## config.mk

```make
export PLATFORM = sky130hd
export DESIGN_NAME = flash_crc_scanner
export DESIGN_NICKNAME = d
export VERILOG_FILES = /design/src/pkg/flash_checker_pkg.sv /design/src/rtl/flash_crc_scanner.sv
export SDC_FILE = /design/constraint.sdc
export NUM_CORES = 1
export LEC_CHECK = 0
export BUFFER_PORTS_ARGS = -buffer_cell sky130_fd_sc_hd__buf_2
export CAP_MARGIN = 20
export CORE_ASPECT_RATIO = 0.9
export CORE_MARGIN = 5
export CORE_UTILIZATION = 39
export CTS_CLUSTER_SIZE = 28
export DETAILED_ROUTE_END_ITERATION = 7
export GPL_TIMING_DRIVEN = 0
export PLACE_DENSITY = 0.71
export SLEW_MARGIN = 25
export SYNTH_ARGS = -nofsm -noshare
export SYNTH_HDL_FRONTEND = slang
export SYNTH_SLANG_ARGS = --single-unit
```

## constraint.sdc

```tcl
create_clock -name aclk -period 2.6 [get_ports aclk]
set_input_delay 0.13 -clock aclk [delete_from_list [all_inputs] [get_ports aclk]]
set_output_delay 0.13 -clock aclk [all_outputs]
set_load 0.02 [all_outputs]
```

## src/pkg/flash_checker_pkg.sv

```systemverilog
package flash_checker_pkg;
  // Register indices; the byte address is four times the index
  localparam logic [7:0] IDX_CONTROL = 8'h00;
  localparam logic [7:0] IDX_SOURCE = 8'h01;
  localparam logic [7:0] IDX_STATUS = 8'h02;
  localparam logic [7:0] IDX_IRQ_STATUS = 8'h03;
  localparam logic [7:0] IDX_IRQ_MASK = 8'h04;
  localparam logic [7:0] IDX_BOOT_INIT = 8'h05;
  localparam logic [7:0] ADDR_CONTROL = 8'h00;
  localparam logic [7:0] ADDR_SOURCE = 8'h04;
  localparam logic [7:0] ADDR_STATUS = 8'h08;
  localparam logic [7:0] ADDR_IRQ_STATUS = 8'h0C;
  localparam logic [7:0] ADDR_IRQ_MASK = 8'h10;
  localparam logic [7:0] ADDR_BOOT_INIT = 8'h14;
  // Field positions
  localparam int CTL_ENABLE = 0;
  localparam int CTL_IRQEN = 1;
  localparam int CTL_SELF_RESET = 7;
  localparam int ST_BUSY = 0;
  localparam int ST_PASS = 1;
  localparam int IRQ_DONE = 0;
  localparam int IRQ_FAIL = 1;
  // Reset values
  localparam logic [7:0] STATUS_RESET = 8'h02;
  localparam logic [1:0] SOURCE_RESET = 2'h0;
  // Section encodings
  localparam logic [1:0] SEC_FULL = 2'h0;
  localparam logic [1:0] SEC_BOOT_APP = 2'h1;
  localparam logic [1:0] SEC_BOOT = 2'h2;
  // Timing and CRC constants
  localparam int START_DELAY = 3;
  localparam int FETCH_PERIOD = 3;
  localparam logic [15:0] CRC_POLY = 16'h1021;
  localparam logic [15:0] CRC_INIT = 16'hFFFF;
  typedef enum logic [1:0] {
    S_IDLE = 2'b00,
    S_WAIT = 2'b01,
    S_SCAN = 2'b11
  } scan_state_t;
endpackage

```

## src/rtl/flash_crc_scanner.sv

```systemverilog
// Chosen here: the AXI4-Lite slave port.
`timescale 1ns/1ps
// Notes on behaviour
// - Writing one to enable starts a check; enable stays one, rewrite restarts.
// - Writing zero to enable never aborts a running check.
// - Failure in a finishing check still reports; interrupt request only with interrupt enable set.
// - Check started at boot leaves enable reading one afterwards.
// - Busy reads one for the whole duration of a check.
// - Section register writes ignored while busy or after interrupt raised.
// - Section codes: 0 full, 1 boot plus application, 2 boot, 3 also full.
// - Check started at boot leaves section selector showing scanned region.
// - Status register ignores writes and resets to 0x02.
// - Pass flag is one after reset, cleared when checker is enabled.
// - Pass reads zero while checking, one after clean finish, reset or self-reset.
// - While busy, section and interrupt-enable changes are blocked.
// - Failing check with interrupt enable raises request held until reset.
// - Fetching begins five cycles after enable written; CPU runs meanwhile.
// - Checker has flash priority, stalls CPU, fetches every third cycle.
// - Self-reset strobe clears control and status one cycle later, not irqen.
module flash_crc_scanner #(
  parameter int ADDR_W = 16,
  parameter logic [15:0] BOOT_END_WORDS = 16'h0100,
  parameter logic [15:0] APP_END_WORDS = 16'h0400,
  parameter logic [15:0] FLASH_END_WORDS = 16'h0800
) (
  input wire logic aclk,
  input wire logic aresetn,
  input wire logic [31:0] s_axi_awaddr,
  input wire logic s_axi_awvalid,
  output logic s_axi_awready,
  input wire logic [31:0] s_axi_wdata,
  input wire logic [3:0] s_axi_wstrb,
  input wire logic s_axi_wvalid,
  output logic s_axi_wready,
  output logic [1:0] s_axi_bresp,
  output logic s_axi_bvalid,
  input wire logic s_axi_bready,
  input wire logic [31:0] s_axi_araddr,
  input wire logic s_axi_arvalid,
  output logic s_axi_arready,
  output logic [31:0] s_axi_rdata,
  output logic [1:0] s_axi_rresp,
  output logic s_axi_rvalid,
  input wire logic s_axi_rready,
  input wire logic boot_scan_req,
  input wire logic [1:0] boot_scan_section,
  output logic [ADDR_W-1:0] flash_addr,
  output logic flash_rd,
  input wire logic [15:0] flash_rdata,
  output logic cpu_stall,
  output logic nmi_req,
  output logic irq
);
  if (ADDR_W < 2 || ADDR_W > 16) begin : g_bad_addr_w
    $error("ADDR_W out of range");
  end

  function automatic logic [15:0] crc_step(input logic [15:0] c,
                                           input logic [15:0] w);
    logic [15:0] r;
    r = c;
    for (int i = 15; i >= 0; i--) begin
      r = (r[15] ^ w[i]) ? ((r << 1) ^ flash_checker_pkg::CRC_POLY) : (r << 1);
    end
    return r;
  endfunction

  function automatic logic [ADDR_W-1:0] sec_last(input logic [1:0] s);
    unique case (s)
      flash_checker_pkg::SEC_BOOT_APP: sec_last = APP_END_WORDS[ADDR_W-1:0] - 1'b1;
      flash_checker_pkg::SEC_BOOT: sec_last = BOOT_END_WORDS[ADDR_W-1:0] - 1'b1;
      default: sec_last = FLASH_END_WORDS[ADDR_W-1:0] - 1'b1;
    endcase
  endfunction

  // Bus handshake state
  logic aw_have_q, aw_have_d, w_have_q, w_have_d;
  logic [7:0] aw_q, aw_d;
  logic [31:0] wd_q, wd_d;
  logic [3:0] ws_q, ws_d;
  logic bvalid_q, bvalid_d, rvalid_q, rvalid_d;
  logic [1:0] bresp_q, bresp_d, rresp_q, rresp_d;
  logic [31:0] rdata_q, rdata_d;
  // Block state
  flash_checker_pkg::scan_state_t st_q, st_d;
  logic enable_q, enable_d, irqen_q, irqen_d, srst_q, srst_d;
  logic [1:0] sec_q, sec_d;
  logic busy_q, busy_d, pass_q, pass_d, nmi_q, nmi_d;
  logic [1:0] cnt_q, cnt_d;
  logic [ADDR_W-1:0] addr_q, addr_d, last_q, last_d;
  logic [15:0] crc_q, crc_d;
  logic rd_q, rd_d, boot_done_q, boot_done_d;
  logic [1:0] ist_q, ist_d, imask_q, imask_d;
  logic irq_q, irq_d;
  logic awready_q, awready_d, wready_q, wready_d, arready_q, arready_d;
  logic stall_q, stall_d;

  logic wr_go, rd_go, start;
  logic [7:0] wbyte, waddr8, raddr8;
  logic [1:0] ev;

  assign waddr8 = aw_have_q ? aw_q : s_axi_awaddr[7:0];
  assign wbyte = w_have_q ? wd_q[7:0] : s_axi_wdata[7:0];
  assign wr_go = (aw_have_q || s_axi_awvalid) && (w_have_q || s_axi_wvalid)
                 && !bvalid_q;
  assign rd_go = s_axi_arvalid && !rvalid_q;
  assign raddr8 = s_axi_araddr[7:0];
  assign start = (wr_go && (w_have_q ? ws_q[0] : s_axi_wstrb[0])
                 && waddr8 == flash_checker_pkg::ADDR_CONTROL && !nmi_q
                 && wbyte[flash_checker_pkg::CTL_ENABLE]
                 && !wbyte[flash_checker_pkg::CTL_SELF_RESET])
                 || (boot_scan_req && !boot_done_q);

  always_comb begin
    logic wlane;
    wlane = w_have_q ? ws_q[0] : s_axi_wstrb[0];
    aw_have_d = aw_have_q;
    w_have_d = w_have_q;
    aw_d = aw_q;
    wd_d = wd_q;
    ws_d = ws_q;
    bvalid_d = bvalid_q && !s_axi_bready;
    bresp_d = bresp_q;
    rvalid_d = rvalid_q && !s_axi_rready;
    rresp_d = rresp_q;
    rdata_d = rdata_q;
    st_d = st_q;
    enable_d = enable_q;
    irqen_d = irqen_q;
    srst_d = 1'b0;
    sec_d = sec_q;
    busy_d = busy_q;
    pass_d = pass_q;
    nmi_d = nmi_q;
    cnt_d = cnt_q;
    addr_d = addr_q;
    last_d = last_q;
    crc_d = crc_q;
    rd_d = 1'b0;
    boot_done_d = boot_done_q || boot_scan_req;
    imask_d = imask_q;
    ev = 2'b00;
    if (s_axi_awvalid && !aw_have_q && !wr_go) begin
      aw_have_d = 1'b1;
      aw_d = s_axi_awaddr[7:0];
    end
    if (s_axi_wvalid && !w_have_q && !wr_go) begin
      w_have_d = 1'b1;
      wd_d = s_axi_wdata;
      ws_d = s_axi_wstrb;
    end
    unique case (st_q)
      flash_checker_pkg::S_IDLE: ;
      flash_checker_pkg::S_WAIT: begin
        // CPU keeps running during the start delay
        cnt_d = cnt_q + 2'd1;
        if (cnt_q == 2'(flash_checker_pkg::START_DELAY - 1)) begin
          st_d = flash_checker_pkg::S_SCAN;
          cnt_d = 2'd0;
        end
      end
      flash_checker_pkg::S_SCAN: begin
        cnt_d = (cnt_q == 2'(flash_checker_pkg::FETCH_PERIOD - 1)) ? 2'd0
                : cnt_q + 2'd1;
        if (cnt_q == 2'd0) rd_d = 1'b1;
        if (rd_q) begin
          crc_d = crc_step(crc_q, flash_rdata);
          if (addr_q == last_q) begin
            st_d = flash_checker_pkg::S_IDLE;
            busy_d = 1'b0;
            ev[flash_checker_pkg::IRQ_DONE] = 1'b1;
            // Stored checksum folds in, leaving zero on a clean section
            if (crc_step(crc_q, flash_rdata) == 16'h0000) begin
              pass_d = 1'b1;
            end else begin
              pass_d = 1'b0;
              ev[flash_checker_pkg::IRQ_FAIL] = 1'b1;
              if (irqen_q) nmi_d = 1'b1;
            end
          end else begin
            addr_d = addr_q + 1'b1;
          end
        end
      end
      default: st_d = flash_checker_pkg::S_IDLE;
    endcase
    // Delayed self-reset wins over the scan sequencer in any state
    if (srst_q) begin
      enable_d = 1'b0;
      sec_d = flash_checker_pkg::SOURCE_RESET;
      busy_d = flash_checker_pkg::STATUS_RESET[flash_checker_pkg::ST_BUSY];
      pass_d = flash_checker_pkg::STATUS_RESET[flash_checker_pkg::ST_PASS];
      st_d = flash_checker_pkg::S_IDLE;
    end
    if (start) begin
      enable_d = 1'b1;
      busy_d = 1'b1;
      pass_d = 1'b0;
      st_d = flash_checker_pkg::S_WAIT;
      cnt_d = 2'd0;
      addr_d = '0;
      crc_d = flash_checker_pkg::CRC_INIT;
      if (boot_scan_req && !boot_done_q) begin
        sec_d = boot_scan_section;
        last_d = sec_last(boot_scan_section);
      end else begin
        last_d = sec_last(sec_q);
      end
    end
    if (wr_go) begin
      aw_have_d = 1'b0;
      w_have_d = 1'b0;
      bvalid_d = 1'b1;
      bresp_d = 2'b00;
      unique case (waddr8)
        flash_checker_pkg::ADDR_CONTROL: begin
          // Writes blocked after interrupt raised; zero does not abort
          if (wlane && !nmi_q) begin
            if (!wbyte[flash_checker_pkg::CTL_ENABLE] && !busy_q)
              enable_d = 1'b0;
            if (wbyte[flash_checker_pkg::CTL_IRQEN] && !busy_q)
              irqen_d = 1'b1;
            if (wbyte[flash_checker_pkg::CTL_SELF_RESET]
                && (!irqen_q || !busy_q))
              srst_d = 1'b1;
          end
        end
        flash_checker_pkg::ADDR_SOURCE: begin
          if (wlane && !busy_q && !nmi_q && !start)
            sec_d = wbyte[1:0];
        end
        flash_checker_pkg::ADDR_STATUS: ;
        flash_checker_pkg::ADDR_IRQ_STATUS: ;
        flash_checker_pkg::ADDR_IRQ_MASK: begin
          if (wlane) imask_d = wbyte[1:0];
        end
        flash_checker_pkg::ADDR_BOOT_INIT: ;
        default: bresp_d = 2'b10;
      endcase
    end
    // Set wins over write-one-to-clear
    ist_d = ist_q;
    if (wr_go && wlane && waddr8 == flash_checker_pkg::ADDR_IRQ_STATUS)
      ist_d = ist_q & ~wbyte[1:0];
    ist_d = ist_d | ev;
    irq_d = |(ist_d & imask_d);
    if (rd_go) begin
      rvalid_d = 1'b1;
      rresp_d = 2'b00;
      rdata_d = '0;
      unique case (raddr8)
        flash_checker_pkg::ADDR_CONTROL:
          rdata_d[1:0] = {irqen_q, enable_q};
        flash_checker_pkg::ADDR_SOURCE: rdata_d[1:0] = sec_q;
        flash_checker_pkg::ADDR_STATUS: rdata_d[1:0] = {pass_q, busy_q};
        flash_checker_pkg::ADDR_IRQ_STATUS: rdata_d[1:0] = ist_q;
        flash_checker_pkg::ADDR_IRQ_MASK: rdata_d[1:0] = imask_q;
        flash_checker_pkg::ADDR_BOOT_INIT: rdata_d[0] = nmi_q;
        default: rresp_d = 2'b10;
      endcase
    end
    // Ready and stall outputs registered from the next state
    awready_d = !aw_have_d && !bvalid_d;
    wready_d = !w_have_d && !bvalid_d;
    arready_d = !rvalid_d;
    stall_d = (st_d == flash_checker_pkg::S_SCAN);
  end

  always_ff @(posedge aclk) begin
    if (!aresetn) begin
      aw_have_q <= 1'b0;
      w_have_q <= 1'b0;
      aw_q <= 8'h00;
      wd_q <= 32'h0000_0000;
      ws_q <= 4'h0;
      bvalid_q <= 1'b0;
      bresp_q <= 2'h0;
      rvalid_q <= 1'b0;
      rresp_q <= 2'h0;
      rdata_q <= 32'h0000_0000;
      st_q <= flash_checker_pkg::S_IDLE;
      enable_q <= 1'b0;
      irqen_q <= 1'b0;
      srst_q <= 1'b0;
      sec_q <= flash_checker_pkg::SOURCE_RESET;
      busy_q <= flash_checker_pkg::STATUS_RESET[flash_checker_pkg::ST_BUSY];
      pass_q <= flash_checker_pkg::STATUS_RESET[flash_checker_pkg::ST_PASS];
      nmi_q <= 1'b0;
      cnt_q <= 2'h0;
      addr_q <= '0;
      last_q <= '0;
      crc_q <= 16'h0000;
      rd_q <= 1'b0;
      boot_done_q <= 1'b0;
      ist_q <= 2'h0;
      imask_q <= 2'h0;
      irq_q <= 1'b0;
      awready_q <= 1'b1;
      wready_q <= 1'b1;
      arready_q <= 1'b1;
      stall_q <= 1'b0;
    end else begin
      aw_have_q <= aw_have_d;
      w_have_q <= w_have_d;
      aw_q <= aw_d;
      wd_q <= wd_d;
      ws_q <= ws_d;
      bvalid_q <= bvalid_d;
      bresp_q <= bresp_d;
      rvalid_q <= rvalid_d;
      rresp_q <= rresp_d;
      rdata_q <= rdata_d;
      st_q <= st_d;
      enable_q <= enable_d;
      irqen_q <= irqen_d;
      srst_q <= srst_d;
      sec_q <= sec_d;
      busy_q <= busy_d;
      pass_q <= pass_d;
      nmi_q <= nmi_d;
      cnt_q <= cnt_d;
      addr_q <= addr_d;
      last_q <= last_d;
      crc_q <= crc_d;
      rd_q <= rd_d;
      boot_done_q <= boot_done_d;
      ist_q <= ist_d;
      imask_q <= imask_d;
      irq_q <= irq_d;
      awready_q <= awready_d;
      wready_q <= wready_d;
      arready_q <= arready_d;
      stall_q <= stall_d;
    end
  end

  assign s_axi_awready = awready_q;
  assign s_axi_wready = wready_q;
  assign s_axi_bvalid = bvalid_q;
  assign s_axi_bresp = bresp_q;
  assign s_axi_arready = arready_q;
  assign s_axi_rvalid = rvalid_q;
  assign s_axi_rresp = rresp_q;
  assign s_axi_rdata = rdata_q;
  assign flash_addr = addr_q;
  assign flash_rd = rd_q;
  assign cpu_stall = stall_q;
  assign nmi_req = nmi_q;
  assign irq = irq_q;

  property p_start_busy;
    @(posedge aclk) disable iff (!aresetn)
      start |=> busy_q && !pass_q;
  endproperty
  a_start_busy: assert property (p_start_busy)
    else $error("start did not set busy and clear pass");

  property p_busy_no_pass;
    @(posedge aclk) disable iff (!aresetn)
      busy_q |-> !pass_q;
  endproperty
  a_busy_no_pass: assert property (p_busy_no_pass)
    else $error("pass high while busy");

  property p_fetch_delay;
    @(posedge aclk) disable iff (!aresetn)
      (start && !busy_q) |-> !flash_rd [*5] ##1 flash_rd;
  endproperty
  a_fetch_delay: assert property (p_fetch_delay)
    else $error("first fetch not at expected delay");

  property p_fetch_spacing;
    @(posedge aclk) disable iff (!aresetn)
      (flash_rd && busy_q && !start && !srst_q && !srst_d && addr_q != last_q)
        |=> !flash_rd ##1 !flash_rd ##1 (flash_rd || !busy_q);
  endproperty
  a_fetch_spacing: assert property (p_fetch_spacing)
    else $error("fetch spacing not three cycles");

  property p_nmi_sticky;
    @(posedge aclk) disable iff (!aresetn)
      nmi_q |=> nmi_q;
  endproperty
  a_nmi_sticky: assert property (p_nmi_sticky)
    else $error("interrupt request dropped before reset");

  property p_nmi_cause;
    @(posedge aclk) disable iff (!aresetn)
      $rose(nmi_q) |-> !pass_q && $fell(busy_q) && irqen_q;
  endproperty
  a_nmi_cause: assert property (p_nmi_cause)
    else $error("interrupt without failing check");

  property p_sec_locked;
    @(posedge aclk) disable iff (!aresetn)
      (busy_q && !srst_q && !$past(srst_q)) |=> $stable(sec_q) || !busy_q;
  endproperty
  a_sec_locked: assert property (p_sec_locked)
    else $error("section changed while busy");

  property p_srst;
    @(posedge aclk) disable iff (!aresetn)
      srst_q |=> !busy_q && pass_q && !enable_q && sec_q == 2'h0;
  endproperty
  a_srst: assert property (p_srst)
    else $error("self reset did not clear registers");

  property p_done_together;
    @(posedge aclk) disable iff (!aresetn)
      $fell(busy_q) && !$past(srst_q) |-> pass_q || nmi_q || !irqen_q;
  endproperty
  a_done_together: assert property (p_done_together)
    else $error("busy fell without pass or failure report");
endmodule // flash_crc_scanner

```

# [Word level (Yosys, flattened, before mapping)]
# Index checks and enable logic that the tools add are counted.
[word_totals] wordCells=236 out_inout_bits=61 inputBits=126 reg_bits=98
[classes] n_reduce_logical=70 n_eq_ne=19 n_mux=75 bitwise_logic=39 add_sub_neg=2
[op_table] op="two-way mux 13 bit" n=16
[op_table] op="two-way mux 16 bit" n=4
[op_table] op="inverter 3 bit" n=16
[op_table] op="one-hot mux 11 bit (2 select lines)" n=2
[op_table] op="two-way mux 2 bit" n=21
[op_table] op="== test 8 x 4 -> 1 bit (second input constant)" n=4
[op_table] op="== test 8 x 5 -> 1 bit (second input constant)" n=4
[op_table] op="two-way mux 1 bit" n=27
[op_table] op="logical AND 1 bit" n=25
[op_table] op="logical NOT 1 bit" n=18
[op_table] op="adder 16 x 1 -> 16 bit (second input constant)" n=1
[op_table] op="== test 16 bit" n=1
[op_table] op="== test 8 x 3 -> 1 bit (second input constant)" n=2
[op_table] op="logical NOT 16 bit" n=1
[op_table] op="logical NOT 8 bit" n=2
[op_table] op="two-way mux 8 bit" n=2
[op_table] op="XOR 1 bit" n=16
[op_table] op="OR reduction 6 bit" n=2
[op_table] op="== test 2 bit (second input constant)" n=5
[op_table] op="nonzero test 3 bit" n=3
[op_table] op="AND reduction 4 bit" n=2
[op_table] op="== test 2 x 1 -> 1 bit (second input constant)" n=3
[op_table] op="one-hot mux 1 bit (6 select lines)" n=1
[op_table] op="one-hot mux 2 bit (3 select lines)" n=1
[op_table] op="13 further kinds" n=26

# [Depth between registers and ports, before layout]
[logic_depth] word_depth=40 ltp_mapped=9 depth_no_buf=7

# [Worst setup path before layout]
# Ideal clock, no wire load.
[synth_timing] path_kind="reg2reg" start="register crc_q[14]" end="register pass_q" period_less_slack_ps=2538 stages_incl_launch_ff=8 arrival_time_ps=2469 t_required_ps=2531 path_buffers=0 setup_slack_ps=62 setup_time_ps=69 path_cell_list="dfxtp_1 > xor2_2 > xnor3_2 > xor3_2 > or4b_4 > a2111oi_4 > a211oi_1 > o21ai_1"
[synth_via] elab_chain_cells=23 elab_cells_between_ends=33 cone_classes="mux: 21; bitwise: 11; reduce/logical: 1"
[synth_rtl] element="start: declaration" line_no="flash_crc_scanner.sv:91" text="logic [15:0] crc_q, crc_d;"
[synth_rtl] element="start signal: assignment" line_no="flash_crc_scanner.sv:324" text="crc_q <= crc_d;"
[synth_rtl] element="XOR 1 bit *" line_no="flash_crc_scanner.sv:63" text="r = (r[15] ^ w[i]) ? ((r << 1) ^ flash_checker_pkg::CRC_POLY) : (r << 1);"
[synth_rtl] element="two-way mux 13 bit *" line_no="flash_crc_scanner.sv:63"
[synth_rtl] element="two-way mux 13 bit (3 in a row)" line_no="flash_crc_scanner.sv:63"
[synth_rtl] element="two-way mux 13 bit *" line_no="flash_crc_scanner.sv:63"
[synth_rtl] element="inverter 3 bit (no source line)"
[synth_rtl] element="two-way mux 13 bit (7 in a row)" line_no="flash_crc_scanner.sv:63"
[synth_rtl] element="inverter 3 bit (no source line)"
[synth_rtl] element="two-way mux 13 bit" line_no="flash_crc_scanner.sv:63"
[synth_rtl] element="logical NOT 16 bit *" line_no="flash_crc_scanner.sv:173" text="if (crc_step(crc_q, flash_rdata) == 16'h0000) begin"
[synth_rtl] element="two-way mux 1 bit *" line_no="flash_crc_scanner.sv:173"
[synth_rtl] element="two-way mux 1 bit *" line_no="flash_crc_scanner.sv:168" text="if (addr_q == last_q) begin"
[synth_rtl] element="two-way mux 1 bit *" line_no="flash_crc_scanner.sv:166" text="if (rd_q) begin"
[synth_rtl] element="two-way mux 1 bit *" line_no="flash_crc_scanner.sv:152" text="unique case (st_q)"
[synth_rtl] element="two-way mux 1 bit *" line_no="flash_crc_scanner.sv:188" text="if (srst_q) begin"
[synth_rtl] element="two-way mux 1 bit *" line_no="flash_crc_scanner.sv:195" text="if (start) begin"
[synth_rtl] element="end signal: assignment" line_no="flash_crc_scanner.sv:287" text="pass_q <= flash_checker_pkg::STATUS_RESET[flash_checker_pkg::ST_PASS];"
[synth_rtl] element="end signal: assignment" line_no="flash_crc_scanner.sv:319" text="pass_q <= pass_d;"
[synth_rtl] element="end: declaration" line_no="flash_crc_scanner.sv:88" text="logic busy_q, busy_d, pass_q, pass_d, nmi_q, nmi_d;"
# Every way passes the cells marked *; elsewhere a longest branch is shown, timed or not. The select of a mux whose other input is x is not followed.
# A chain may end at the register's enable or synchronous reset.

# [Worst setup path after layout]
[layout_timing] start="register crc_q[0]" end="register pass_q"
[layout_via] elab_chain_cells=23
[layout_rtl] element="two-way mux 13 bit * (4 in a row)" line_no="flash_crc_scanner.sv:63"
[layout_rtl] element="inverter 3 bit (no source line)"
[layout_rtl] element="two-way mux 13 bit * (7 in a row)" line_no="flash_crc_scanner.sv:63"
[layout_rtl] element="inverter 3 bit (no source line)"
[layout_rtl] element="two-way mux 13 bit *" line_no="flash_crc_scanner.sv:63"
[layout_rtl] element="XOR 1 bit *" line_no="flash_crc_scanner.sv:63"
[layout_rtl] element="two-way mux 13 bit *" line_no="flash_crc_scanner.sv:63"
[layout_rtl] element="logical NOT 16 bit *" line_no="flash_crc_scanner.sv:173"
[layout_rtl] element="two-way mux 1 bit *" line_no="flash_crc_scanner.sv:173"
[layout_rtl] element="two-way mux 1 bit *" line_no="flash_crc_scanner.sv:168"
[layout_rtl] element="two-way mux 1 bit *" line_no="flash_crc_scanner.sv:166"
[layout_rtl] element="two-way mux 1 bit *" line_no="flash_crc_scanner.sv:152"
[layout_rtl] element="two-way mux 1 bit *" line_no="flash_crc_scanner.sv:188"
[layout_rtl] element="two-way mux 1 bit *" line_no="flash_crc_scanner.sv:195"
# Marks and branches as above.

==> run_results.csv <==
group,metric,value,unit
run_status,outcome,"completed",
logic_synthesis,yosys_warnings,0,
critical_path,path_buf_inv,0,
final_layout,area_growth,25.9,%
cts,cts_buffers,9,
logic_synthesis,async_flop_share,0,
cts,cts-root-buf,"clkbuf_16",
floorplan,num_rows,36,
cts,cts_sinks,78,
logic_synthesis,synth_cell_types,53,
floorplan,die-height,109,µm
critical_path,reg2reg_to,"pass_q",
job,drv_cap,0,
routing,drt_iter0_drc,280,
critical_path,slowest_stage,"or4b_4",
floorplan,core_area,10700,µm²
critical_path,crit_type,"register to register",
critical_path,cp.arrival,2.85,ns
final_layout,n_antenna_cell,0,
worst_hold_path,hp-class,"input pin to register",
worst_hold_path,hold_end,"boot_done_q",
timing,setup_viol,0,
routing,viasPerCell,4.86,
critical_path,worstReg2RegStart,"crc_q[0]",
placed_design,io_buffers,74,
grt,grt_pass1_vias,3513,
routing,wirelength,10300,µm
placed_design,placed_area,4890,µm²
critical_path,rrSetupSlack,0.009,ns
placed_design,gp_congestion,0.922,
cts,cts_tree,"built",
timing,period_share,0.996,
grt,grtUsageTotal,0.161,
grt,grt_antenna_before_repair,0,
logic_synthesis,syn_inst,474,
critical_path,max_stage_delay,0.56,ns
logic_synthesis,synth_seq_cells,78,
routing,wire_per_inst,14.0,µm
grt,grt_max_degree,16,
logic_synthesis,syn_area_per_cell,8.93,µm²
pwr,worst_ir_drop_vdd,0.000358,V
worst_hold_path,hold_depth,3,
routing,drc,0,
critical_path,crit_family,"XOR/XNOR gates",
cts,clk_latency,0.33,ns
logic_synthesis,synth-main-ff-cell,"dfxtp_1",
pwr,powerDensity,659,nW/µm²
cts,cts_max_level,3,
floorplan,die_w,120,µm
critical_path,cp-start-kind,"register",
floorplan,ios,187,
timing,fmax,386,MHz
critical_path,cp-end-kind,"register",
placed_design,dp_hpwl,7760,µm
grt,gr-total-overflow,0,
critical_path,cp.required,2.86,ns
pwr,p_leak,2.38,nW
timing,slew_viol_final,0,
routing,drtPass1Iterations,4,
logic_synthesis,syn-cell-area,4230,µm²
logic_synthesis,yosysSeqAreaShare,0.369,
logic_synthesis,synth_edf_count,0,
final_layout,nets,723,
floorplan,die-area,13000,µm²
timing,setup_ws,0.00940,ns
cts,ctsLongestPathBuffers,2,
critical_path,ff2ff_path_depth,7,
timing,clock_skew,0.00785,ns
placed_design,pre_cts_ws,-0.238,ns
timing,hold_violations,0,
critical_path,path_max_fanout,4,
final_layout,stdcell_area,5330,µm²
timing,slew_headroom,0.521,
timing,min_period,2.59,ns
critical_path,crit_chain,"xnor2_2 -> xnor3_2 -> xor2_1 -> or4b_4 -> a2111oi_4 -> a211oi_2 -> o21ai_1",
final_layout,drive_gt1_frac,0.277,
timing,rsz0062_at_grt,"yes",
pwr,p_total,0.00351,W
critical_path,crit_cells,7,
floorplan,start_util,0.395,
routing,num_vias,3559,
grt,grt_pass1_wl,17000,µm
timing,worst_pin_slew,0.717,ns
worst_hold_path,min_from,"boot_scan_req",
cts,clk_pin_slew_worst_paths,0.06,ns
routing,detail-route-antenna-nets,0,
layout make-up:
cell class              instances  area, µm²
multi-input cells             367       2530
clock inverters                 7       82.6
plain buffers                  47        310
clock buffers                   9        225
well taps                     133        166
fillers                      1040       5390
flip-flops and latches         78       1560
repair buffers                 79        408
inverters                      12       45.0
stage by stage:
step	hold slack, ns	TNS [ns]	util	instances
floorplan	0.224	0	-	505
global placement	0.374	-1.72	0.456	712
detailed placement	0.388	-3.30	0.456	712
CTS	0.0427	0	0.489	729
global route	0.0545	-0.205	0.497	732
finish	0.0545	0	0.497	732
cell usage after synthesis, types with 9 or more instances:
library cell	count	area, µm²
a21oi_1	25	125
mux2i_1	24	240
nand2_1	34	128
nor2_1	62	233
nor3_1	10	50.1
clkbuf_1	9	33.8
dfxtp_1	78	1560
inv_1	11	41.3
xor2_1	21	184
nand3_1	15	75.1
o21ai_0	18	90.1
buf_4	32	240
xnor2_1	39	342
layout by cell type, fill, tap and decap left out, drive strengths merged, types with 6 or more instances in the layout:
cell type	count
mux2i	24
and3	6
o21ai	19
nor2	62
buf	118
mux2	6
nand3	15
clkbuf	17
conb	32
nor3	10
inv	13
dfxtp	78
nand2	34
xnor2	41
xor2	22
a21oi	25
worst reg2reg max path, delay by kind of cell, from the launching register on:
family          cells  cell delay [ns]
compound gates      3             0.77
xor+xnor            3             0.86
simple gates        1             0.56
flops               1             0.34
power breakdown:
part / total [W] / internal, W / switching (W)
logic: 0.000924 / 0.000444 / 0.000480
registers: 0.00130 / 0.00126 / 0.0000481
clock network: 0.00129 / 0.000757 / 0.000529
total: 0.00351 / 0.00246 / 0.00106
worst max path at each step:
stage                     startpoint  slack, ns     end
after CTS                  crc_q[13]    0.00003  pass_q
after global routing        crc_q[0]      -0.08  pass_q
final                       crc_q[0]      0.009  pass_q
after floorplan            crc_q[14]       0.06  pass_q
after detailed placement   crc_q[14]      -0.24  pass_q
after global placement     crc_q[14]      -0.20  pass_q
registers in the layout, summed over array words and instances (netlist names), 2 cells and up:
| register | count |
|---|---|
| aw_q | 8 |
| cnt_q | 2 |
| crc_q | 16 |
| flash_addr | 16 |
| imask_q | 2 |
| ist_q | 2 |
| last_q | 3 |
| s_axi_rdata | 2 |
| sec_q | 2 |
| st_q | 2 |
| wd_q | 3 |
cells by family after synthesis:
kind of cell               Yosys count  synth area share
adders and majority gates            3           0.00887
xor gates and xnor gates            69             0.169
DFF                                 78             0.369
muxes                               31            0.0781
and+or+nand+nor                    166             0.194
buffers and inverters               60            0.0831
other                                1          0.000886
AOI/OAI and AO/OA                   66            0.0967
per-layer routing:
layer  global-route usage  part of all wire  wire length [µm]
met1                0.210              0.45              4590
met2                0.271              0.47              4850
met3               0.0425             0.071               733
met4               0.0335            0.0086                88
met5                    0                 0                 0
timing repair:
item | in CTS | in global routing
endpoints found under the setup margin | 39 | 21
hold endpoints to repair | 0 | 0
gates resized for setup | 7 | 14
pin swaps | 3 | 7
hold buffers | 0 | 0
setup buffers | 2 | 3
Power figures use the tool's default switching activity.
